===== src/core/acr_pkg.sv =====
/*
 * Constants for the record and serial-audio setup registers: register indices,
 * field positions, reset values, encodings and soft-step timing.
 * Assumes a 100 MHz system clock.
 */
`default_nettype none
package acr_pkg;
    localparam int DATA_W = 16;
    localparam logic [6:0] ADDR_AUDIO_SETUP = 7'h00;
    localparam logic [6:0] ADDR_RECORD_GAIN = 7'h01;
    // Audio setup fields
    localparam int CORNER_LSB = 14;
    localparam int SOURCE_LSB = 12;
    localparam int PREAMP_LSB = 8;
    localparam int MCLK_LSB = 6;
    localparam int RATE_LSB = 2;
    localparam int FORMAT_LSB = 0;
    localparam logic [15:0] AUDIO_SETUP_MASK = 16'hf3ff;
    localparam logic [15:0] AUDIO_SETUP_RESET = 16'hc003;
    // Record gain fields
    localparam int MUTE_BIT = 15;
    localparam int GAIN_LSB = 8;
    localparam logic [15:0] RECORD_GAIN_MASK = 16'hff00;
    localparam logic [15:0] RECORD_GAIN_RESET = 16'hd700;
    localparam logic [6:0] GAIN_MAX = 7'h7f;
    localparam logic [6:0] GAIN_UNITY = 7'h57;
    localparam logic [6:0] GAIN_MIN = 7'h07;
    // Encodings
    localparam logic [1:0] CORNER_BYPASS = 2'h0;
    localparam logic [1:0] CORNER_TENTH = 2'h1;
    localparam logic [1:0] CORNER_78U = 2'h2;
    localparam logic [1:0] CORNER_19U = 2'h3;
    localparam logic [1:0] SRC_MIC = 2'h0;
    localparam logic [1:0] SRC_LEFT = 2'h1;
    localparam logic [1:0] SRC_RIGHT = 2'h2;
    localparam logic [1:0] SRC_MIX = 2'h3;
    localparam logic [3:0] RATE_MAX_CODE = 4'h8;
    localparam logic [9:0] RATIO_256 = 10'h100;
    localparam logic [9:0] RATIO_384 = 10'h180;
    localparam logic [9:0] RATIO_512 = 10'h200;
    localparam logic [1:0] FMT_RJ16 = 2'h0;
    localparam logic [1:0] FMT_RJ20 = 2'h1;
    localparam logic [1:0] FMT_LJ20 = 2'h2;
    localparam logic [1:0] FMT_STD20 = 2'h3;
    // Soft-step period
    localparam int CLK_MHZ = 100;
    localparam int STEP_US = 20;
    localparam int STEP_CYCLES = STEP_US * CLK_MHZ;
    typedef enum logic [1:0] {ACR_MUTED, ACR_RAMP, ACR_ACTIVE} acr_ramp_t;
endpackage : acr_pkg
`default_nettype wire


===== src/core/acr_gain_ramp.sv =====
/*
 * Soft-stepping record gain: walks the applied gain one code per step period
 * toward the target, down to the floor and then mute when muting.
 * Assumes the target and mute inputs are held stable by the register file.
 */
`default_nettype none
module acr_gain_ramp #(
    parameter int STEP_CYC = acr_pkg::STEP_CYCLES
) (
    // Clock and reset
    input wire logic clk,
    input wire logic rstn,
    // Control
    input wire logic muteReq,
    input wire logic [6:0] targetCode,
    // Applied gain
    output logic [6:0] appliedCode,
    output logic recordMuted,
    output logic rampBusy
);
    import acr_pkg::*;

    logic [6:0] gain_reg;
    logic [6:0] gain_next;
    logic [15:0] tick_reg;
    logic muted_reg;
    logic muted_next;
    acr_ramp_t state_reg;
    acr_ramp_t state_next;

    wire tickDone = (tick_reg == 16'(STEP_CYC - 1));
    wire targetMutes = (targetCode < GAIN_MIN);
    // Goal is the floor when muting, else the programmed code
    wire [6:0] goal = (muteReq || targetMutes) ? GAIN_MIN : targetCode;
    wire atGoal = (gain_reg == goal);
    wire wantMute = muteReq || targetMutes;

    always_comb begin
        gain_next = gain_reg;
        muted_next = muted_reg;
        state_next = state_reg;
        case (state_reg)
            ACR_MUTED: begin
                if (!wantMute) begin
                    muted_next = 1'b0;
                    state_next = ACR_RAMP;
                end
            end
            ACR_RAMP, ACR_ACTIVE: begin
                if (atGoal) begin
                    if (wantMute) begin
                        muted_next = 1'b1;
                        state_next = ACR_MUTED;
                    end else begin
                        state_next = ACR_ACTIVE;
                    end
                end else begin
                    // Busy as soon as the goal moves, not only at the next tick
                    state_next = ACR_RAMP;
                    if (tickDone) begin
                        gain_next = (gain_reg < goal) ? gain_reg + 7'h01 : gain_reg - 7'h01;
                    end
                end
            end
            default: state_next = ACR_MUTED;
        endcase
    end

    always_ff @(posedge clk) begin
        if (!rstn) begin
            gain_reg <= GAIN_MIN;
            muted_reg <= 1'b1;
            state_reg <= ACR_MUTED;
            tick_reg <= 16'h0000;
        end else begin
            gain_reg <= gain_next;
            muted_reg <= muted_next;
            state_reg <= state_next;
            tick_reg <= tickDone ? 16'h0000 : tick_reg + 16'h0001;
        end
    end

    assign appliedCode = gain_reg;
    assign recordMuted = muted_reg;
    assign rampBusy = (state_reg == ACR_RAMP);

    a_gain_one_step: assert property (@(posedge clk) disable iff (!rstn)
        (gain_reg != $past(gain_reg)) |-> ($past(tickDone)))
        else $error("gain moved without a step tick");
    a_mute_at_floor: assert property (@(posedge clk) disable iff (!rstn)
        $rose(muted_reg) |-> (gain_reg == GAIN_MIN))
        else $error("muted above floor gain");
endmodule : acr_gain_ramp
`default_nettype wire


===== src/core/acr_regs.sv =====
/*
 * Record and serial-audio setup registers of the codec, written and read as
 * whole 16-bit words over the serial control bus, plus decoded controls.
 * Assumes the serial bus front end delivers a one-cycle wrStrobe after a
 * complete word has been shifted in, with wrAddr and wrData stable.
 */
`default_nettype none
module acr_regs #(
    parameter int STEP_CYC = acr_pkg::STEP_CYCLES
) (
    // Clock and reset
    input wire logic clk,
    input wire logic rstn,
    // Word write from serial control bus
    input wire logic wrStrobe,
    input wire logic [6:0] wrAddr,
    input wire logic [acr_pkg::DATA_W-1:0] wrData,
    // Word read
    input wire logic [6:0] rdAddr,
    output logic [acr_pkg::DATA_W-1:0] rdData,
    // Decoded record path
    output logic [1:0] dcBlockCornerSel,
    output logic dcBlockBypass,
    output logic [1:0] recordSourceSel,
    output logic sourceIsMix,
    output logic [1:0] preampGainDb6,
    // Decoded clocking and format
    output logic [9:0] mclkRatio,
    output logic [3:0] sampleRateSel,
    output logic sampleRateValid,
    output logic [1:0] serialWordFormat,
    output logic wordIs20Bit,
    output logic playbackLeftJustified,
    output logic standardFraming,
    // Record gain
    output logic [6:0] recordGainApplied,
    output logic recordMute,
    output logic recordGainBusy
);
    import acr_pkg::*;

    logic [15:0] audioSetup_reg;
    logic [15:0] recordGain_reg;

    wire wrSetup = wrStrobe && (wrAddr == ADDR_AUDIO_SETUP);
    wire wrGain = wrStrobe && (wrAddr == ADDR_RECORD_GAIN);
    wire [1:0] cornerField = audioSetup_reg[CORNER_LSB +: 2];
    wire [1:0] preampField = audioSetup_reg[PREAMP_LSB +: 2];
    wire [1:0] mclkField = audioSetup_reg[MCLK_LSB +: 2];
    wire [1:0] fmtField = audioSetup_reg[FORMAT_LSB +: 2];
    wire muteBit = recordGain_reg[MUTE_BIT];
    wire [6:0] gainField = recordGain_reg[GAIN_LSB +: 7];

    always_ff @(posedge clk) begin
        if (!rstn) begin
            audioSetup_reg <= AUDIO_SETUP_RESET;
            recordGain_reg <= RECORD_GAIN_RESET;
        end else begin
            if (wrSetup) begin
                audioSetup_reg <= wrData & AUDIO_SETUP_MASK;
            end
            if (wrGain) begin
                recordGain_reg <= wrData & RECORD_GAIN_MASK;
            end
        end
    end

    // Readback shows the stored words, reserved bits zero
    assign rdData = (rdAddr == ADDR_AUDIO_SETUP) ? audioSetup_reg :
                    (rdAddr == ADDR_RECORD_GAIN) ? recordGain_reg : 16'h0000;

    assign dcBlockCornerSel = cornerField;
    assign dcBlockBypass = (cornerField == CORNER_BYPASS);
    assign recordSourceSel = audioSetup_reg[SOURCE_LSB +: 2];
    assign sourceIsMix = (recordSourceSel == SRC_MIX);
    // Preamp gain in 6 dB units: 0, 0, 1, 2
    assign preampGainDb6 = preampField[1] ? {preampField[0], ~preampField[0]} : 2'h0;
    assign mclkRatio = (mclkField == 2'h1) ? RATIO_384 :
                       (mclkField == 2'h2) ? RATIO_512 : RATIO_256;
    assign sampleRateSel = audioSetup_reg[RATE_LSB +: 4];
    assign sampleRateValid = (sampleRateSel <= RATE_MAX_CODE);
    assign serialWordFormat = fmtField;
    assign wordIs20Bit = (fmtField != FMT_RJ16);
    assign playbackLeftJustified = (fmtField == FMT_LJ20);
    assign standardFraming = (fmtField == FMT_STD20);

    acr_gain_ramp #(
        .STEP_CYC(STEP_CYC)
    ) u_ramp (
        .clk(clk),
        .rstn(rstn),
        .muteReq(muteBit),
        .targetCode(gainField),
        .appliedCode(recordGainApplied),
        .recordMuted(recordMute),
        .rampBusy(recordGainBusy)
    );

    a_write_applies: assert property (@(posedge clk) disable iff (!rstn)
        wrSetup |=> (audioSetup_reg == $past(wrData & AUDIO_SETUP_MASK)))
        else $error("setup word not applied after write");
    a_reserved_zero: assert property (@(posedge clk) disable iff (!rstn)
        (audioSetup_reg[11:10] == 2'h0) && (recordGain_reg[7:0] == 8'h00))
        else $error("reserved bits not zero");
    a_mclk_decode: assert property (@(posedge clk) disable iff (!rstn)
        (mclkField == 2'h3) |-> (mclkRatio == RATIO_256))
        else $error("ratio code 11 not 256");
    a_bypass_decode: assert property (@(posedge clk) disable iff (!rstn)
        dcBlockBypass == (audioSetup_reg[15:14] == 2'h0))
        else $error("corner bypass decode wrong");
    a_preamp_decode: assert property (@(posedge clk) disable iff (!rstn)
        (preampField == 2'h3) |-> (preampGainDb6 == 2'h2))
        else $error("preamp 11 not 12 dB");
    a_gain_kept: assert property (@(posedge clk) disable iff (!rstn)
        (muteBit && !wrGain) |=> (gainField == $past(gainField)))
        else $error("stored gain changed while muted");
    a_unmute_starts: assert property (@(posedge clk) disable iff (!rstn)
        ($fell(muteBit) && recordMute && gainField >= GAIN_MIN) |=> !recordMute)
        else $error("unmute did not leave mute");
    a_format_decode: assert property (@(posedge clk) disable iff (!rstn)
        standardFraming |-> wordIs20Bit)
        else $error("standard framing not 20 bit");
endmodule : acr_regs
`default_nettype wire

===== config.mk =====
export PLATFORM = sky130hd
export DESIGN_NAME = acr_regs
export DESIGN_NICKNAME = d
export VERILOG_FILES = /design/src/core/acr_pkg.sv /design/src/core/acr_gain_ramp.sv /design/src/core/acr_regs.sv
export SDC_FILE = /design/constraint.sdc
export NUM_CORES = 1
export LEC_CHECK = 0
export BUFFER_PORTS_ARGS = -buffer_cell sky130_fd_sc_hd__buf_2
export CORE_ASPECT_RATIO = 1.2
export CORE_UTILIZATION = 46
export CTS_CLUSTER_SIZE = 14
export DETAILED_ROUTE_END_ITERATION = 12
export GPL_ROUTABILITY_DRIVEN = 1
export PLACE_DENSITY = 0.83
export REMOVE_ABC_BUFFERS = 1
export SYNTH_ARGS = -nofsm -noshare
export SYNTH_HDL_FRONTEND = slang
export SYNTH_SLANG_ARGS = --single-unit

===== constraint.sdc =====
create_clock -name clk -period 3.5 [get_ports clk]
set_input_delay 0.175 -clock clk [delete_from_list [all_inputs] [get_ports clk]]
set_output_delay 0.175 -clock clk [all_outputs]
set_load 0.02 [all_outputs]

==> flow_summary_export.csv <==
group,metric,value,unit
logic_synthesis,synthesis.area,2660,sq um
logic_synthesis,synthesis.instances,306,
floorplanning,core,5630,sq um
floorplanning,design.portCount,86,
critical_path,cpPeakStageDelay,0.42,ns
critical_path,r2r-end,"u_ramp.appliedCode[6]",
floorplanning,fp.dieH,85.4,um
cts,clkSlewWorstSetupHoldPaths,0.10,ns
finish,drive_above_1_share,0.264,
critical_path,path_buf_inv,1,
logic_synthesis,synth_cell_type_count,40,
power,p_leak,1.50,nW
logic_synthesis,yosysSeqAreaShare,0.361,
floorplanning,dieWidth,71.5,um
route,drtIter0Drc,70,
sta,fin_skew,0.0107,ns
critical_path,crit_path_start_kind,"flip-flop",
finish,n_fill_cell,509,
logic_synthesis,ys.flop_type,"dfxtp_1",
sta,relSlewSlack,0.633,
logic_synthesis,ys_top_cells_by_area,"dfxtp_1, mux2i_1, ha_1",
logic_synthesis,syn_area_per_cell,8.71,sq um
critical_path,endpoint_kind,"flip-flop",
sta,timing.hold.ws,0.0732,ns
route,wl_per_cell,12.8,um
floorplanning,initial_core_util,0.473,
sta,hold_viol,0,
sta,fin_crit_sh,0.942,
sta,timing.fmax,0.303,GHz
power,power_density,303,nW/um^2
flow_run,cap_violations,0,
route,vias_per_cell,5.17,
critical_path,cp_cell_sequence,"nor4_4, a21o_1, nor2_1, ha_1, a21oi_1, a21oi_1, nor3_2, inv_2, fa_1, a211oi_2, o21bai_1, a21oi_1, xor2_1, nand2_2, mux2i_1",
sta,finalCriticalPeriod,3.30,ns
route,drt_wl_total,5.67,mm
critical_path,critPathTopFamily,"compound AO/OA/AOI/OAI gates",
hold_path,hp-class,"in -> reg",
finish,stdcell_count,443,
logic_synthesis,async_flop_share,0,
critical_path,crit_type,"reg -> reg",
sta,layout_setup_ws,0.201,ns
cts,cts_tree,"yes",
placement,dp_hpwl,4.19,mm
critical_path,cpMaxStageDelayCell,"fa_1",
global_routing,track_usage,0.191,
cts,clk_path_buf_depth,2,
placement,dp.cells,434,
logic_synthesis,ys_ff_latch,48,
placement,io_buffers,78,
route,drt_first_pass_iters,5,
global_routing,grt_remaining_overflow,0,
route,vias,2292,
sta,slew_viol_final,0,
global_routing,grt_pass1_vias,2149,
global_routing,grt_start_max_net_pins,22,
cts,cts_sinks,48,
critical_path,path_common_cell,"a21oi_1",
critical_path,ff2ff_setup_slack,0.20,ns
placement,place_congestion,0.871,
logic_synthesis,synth_edf_count,0,
critical_path,worstPathMaxFanout,6,
placement,pre_cts_ws,-0.0257,ns
power,vdd_drop_max,0.220,mV
cts,htree_levels,2,
critical_path,cp_data_required_time,3.71,ns
critical_path,r2r_start,"recordGain_reg[11]",
cts,clk_latency,0.31,ns
finish,largest_reg_flops,16,
hold_path,hold_depth,3,
finish,final_cell_mix,"buf_2, dfxtp_1, nor2_1",
logic_synthesis,yosysWarnings,0,
route,drc_errors,0,
finish,layout_commonest_cell,"buf_2",
critical_path,ff2ff_path_depth,15,
finish,diodes,0,
global_routing,antenna_found_initial,0,
cts,numCtsBuffers,5,
critical_path,crit_arrival,3.51,ns
global_routing,grt_pass1_wl,9.33,mm
route,ant_nets,0,
hold_path,hold_path_end,"audioSetup_reg[0]",
finish,fin_nets,428,
sta,tightest_slew,0.547,ns
floorplanning,rows,30,
sta,setup_viol,0,
logic_synthesis,synth_top_area_share,0.361,
floorplanning,dieArea,6100,sq um
finish,area_growth,18.5,%
logic_synthesis,yosysTopAreaCell,"dfxtp_1",
cts,clk_root_buffer_cell,"clkbuf_8",
run_status,outcome,"finished, final reports clean",
critical_path,crit_start,"recordGain_reg[11]",
hold_path,min_from,"wrData[0]",
-- metrics by stage --
step | cell area, sq um | TNS [ns] | util | power [mW]
final | 3160 | 0 | 0.561 | 0.956
after CTS | 3130 | 0 | 0.556 | 0.965
after global routing | 3160 | -0.0236 | 0.561 | 0.998
after detailed placement | 3030 | -0.0257 | 0.538 | 0.620
after global placement | 3030 | 0 | 0.538 | 0.619
after floorplan | 2530 | 0 | - | 0.590
-- cell families (layout without fill, tap and decap cells) --
family / count (synthesis) / count (layout) / share of synthesized area
multiplexers: 33 / 33 / 0.124
adder cells (fa/ha/maj): 17 / 17 / 0.0827
AND/OR/NAND/NOR: 131 / 131 / 0.246
other: 1 / 7 / 0.00141
flip-flops: 48 / 48 / 0.361
XOR/XNOR: 18 / 18 / 0.0592
AO/OA/AOI/OAI: 25 / 25 / 0.0550
buffers and inverters: 33 / 100 / 0.0714
-- cells in the mapped netlist (all sizes together), types with 4 or more instances --
cell,n
dfxtp,48
mux2i,33
inv,8
nor2,45
and2,11
buf,19
xnor2,4
and3,4
xor2,14
nand2,28
nor2b,5
nor3,4
ha,16
nand3,12
a21oi,10
nand2b,5
clkbuf,5
nand4,4
o21ai,6
-- report_power, final --
group,internal (mW),total [mW],switching [mW]
sequential,0.549,0.553,0.00373
clock,0.146,0.348,0.202
combinational,0.0222,0.0547,0.0325
-- repair_timing --
action,CTS,global route
pin swaps,0,2
setup buffers,0,1
gates resized for setup,1,4
hold buffers,0,0
endpoints found under the setup margin,1,2
-- area by class of cell --
| cell class | count | area, sq um | share of cell area |
|---|---|---|---|
| Timing Repair Buffer | 83 | 428 | 0.136 |
| Sequential cell | 48 | 961 | 0.304 |
| Clock buffer | 5 | 68.8 | 0.0218 |
| Clock inverter | 3 | 25.0 | 0.00793 |
| Multi-Input combinational cell | 231 | 1560 | 0.494 |
| Inverter | 9 | 33.8 | 0.0107 |
| Tap cell | 64 | 80.1 | 0.0254 |
-- worst reg2reg max path, stage by stage (launching register included) --
cell      delay (ns)
dfxtp_1         0.37
nor4_4          0.32
a21o_1          0.24
nor2_1          0.06
ha_1            0.31
a21oi_1         0.13
a21oi_1         0.10
nor3_2          0.23
inv_2           0.12
fa_1            0.42
a211oi_2        0.24
o21bai_1        0.11
a21oi_1         0.19
xor2_1          0.19
nand2_2         0.07
mux2i_1         0.11
-- worst max path at each step --
stage	endpoint	cells after the start
after CTS	u_ramp.appliedCode[6]	15
after global placement	u_ramp.appliedCode[6]	15
final	u_ramp.appliedCode[6]	15
after floorplan	u_ramp.appliedCode[6]	15
after detailed placement	u_ramp.appliedCode[6]	15
after global routing	u_ramp.appliedCode[6]	15
-- layer usage --
layer | part of all wire | up-vias | global-route usage | wire, um
met4 | 0.022 | 0 | 0.0695 | 123
met3 | 0.044 | 11 | 0.0428 | 252
met5 | 0 | - | 0 | 0
met2 | 0.50 | 60 | 0.339 | 2840
met1 | 0.43 | 1071 | 0.225 | 2460
li1 | - | 1150 | - | -
No activity file was read; power rests on OpenSTA's default activity.
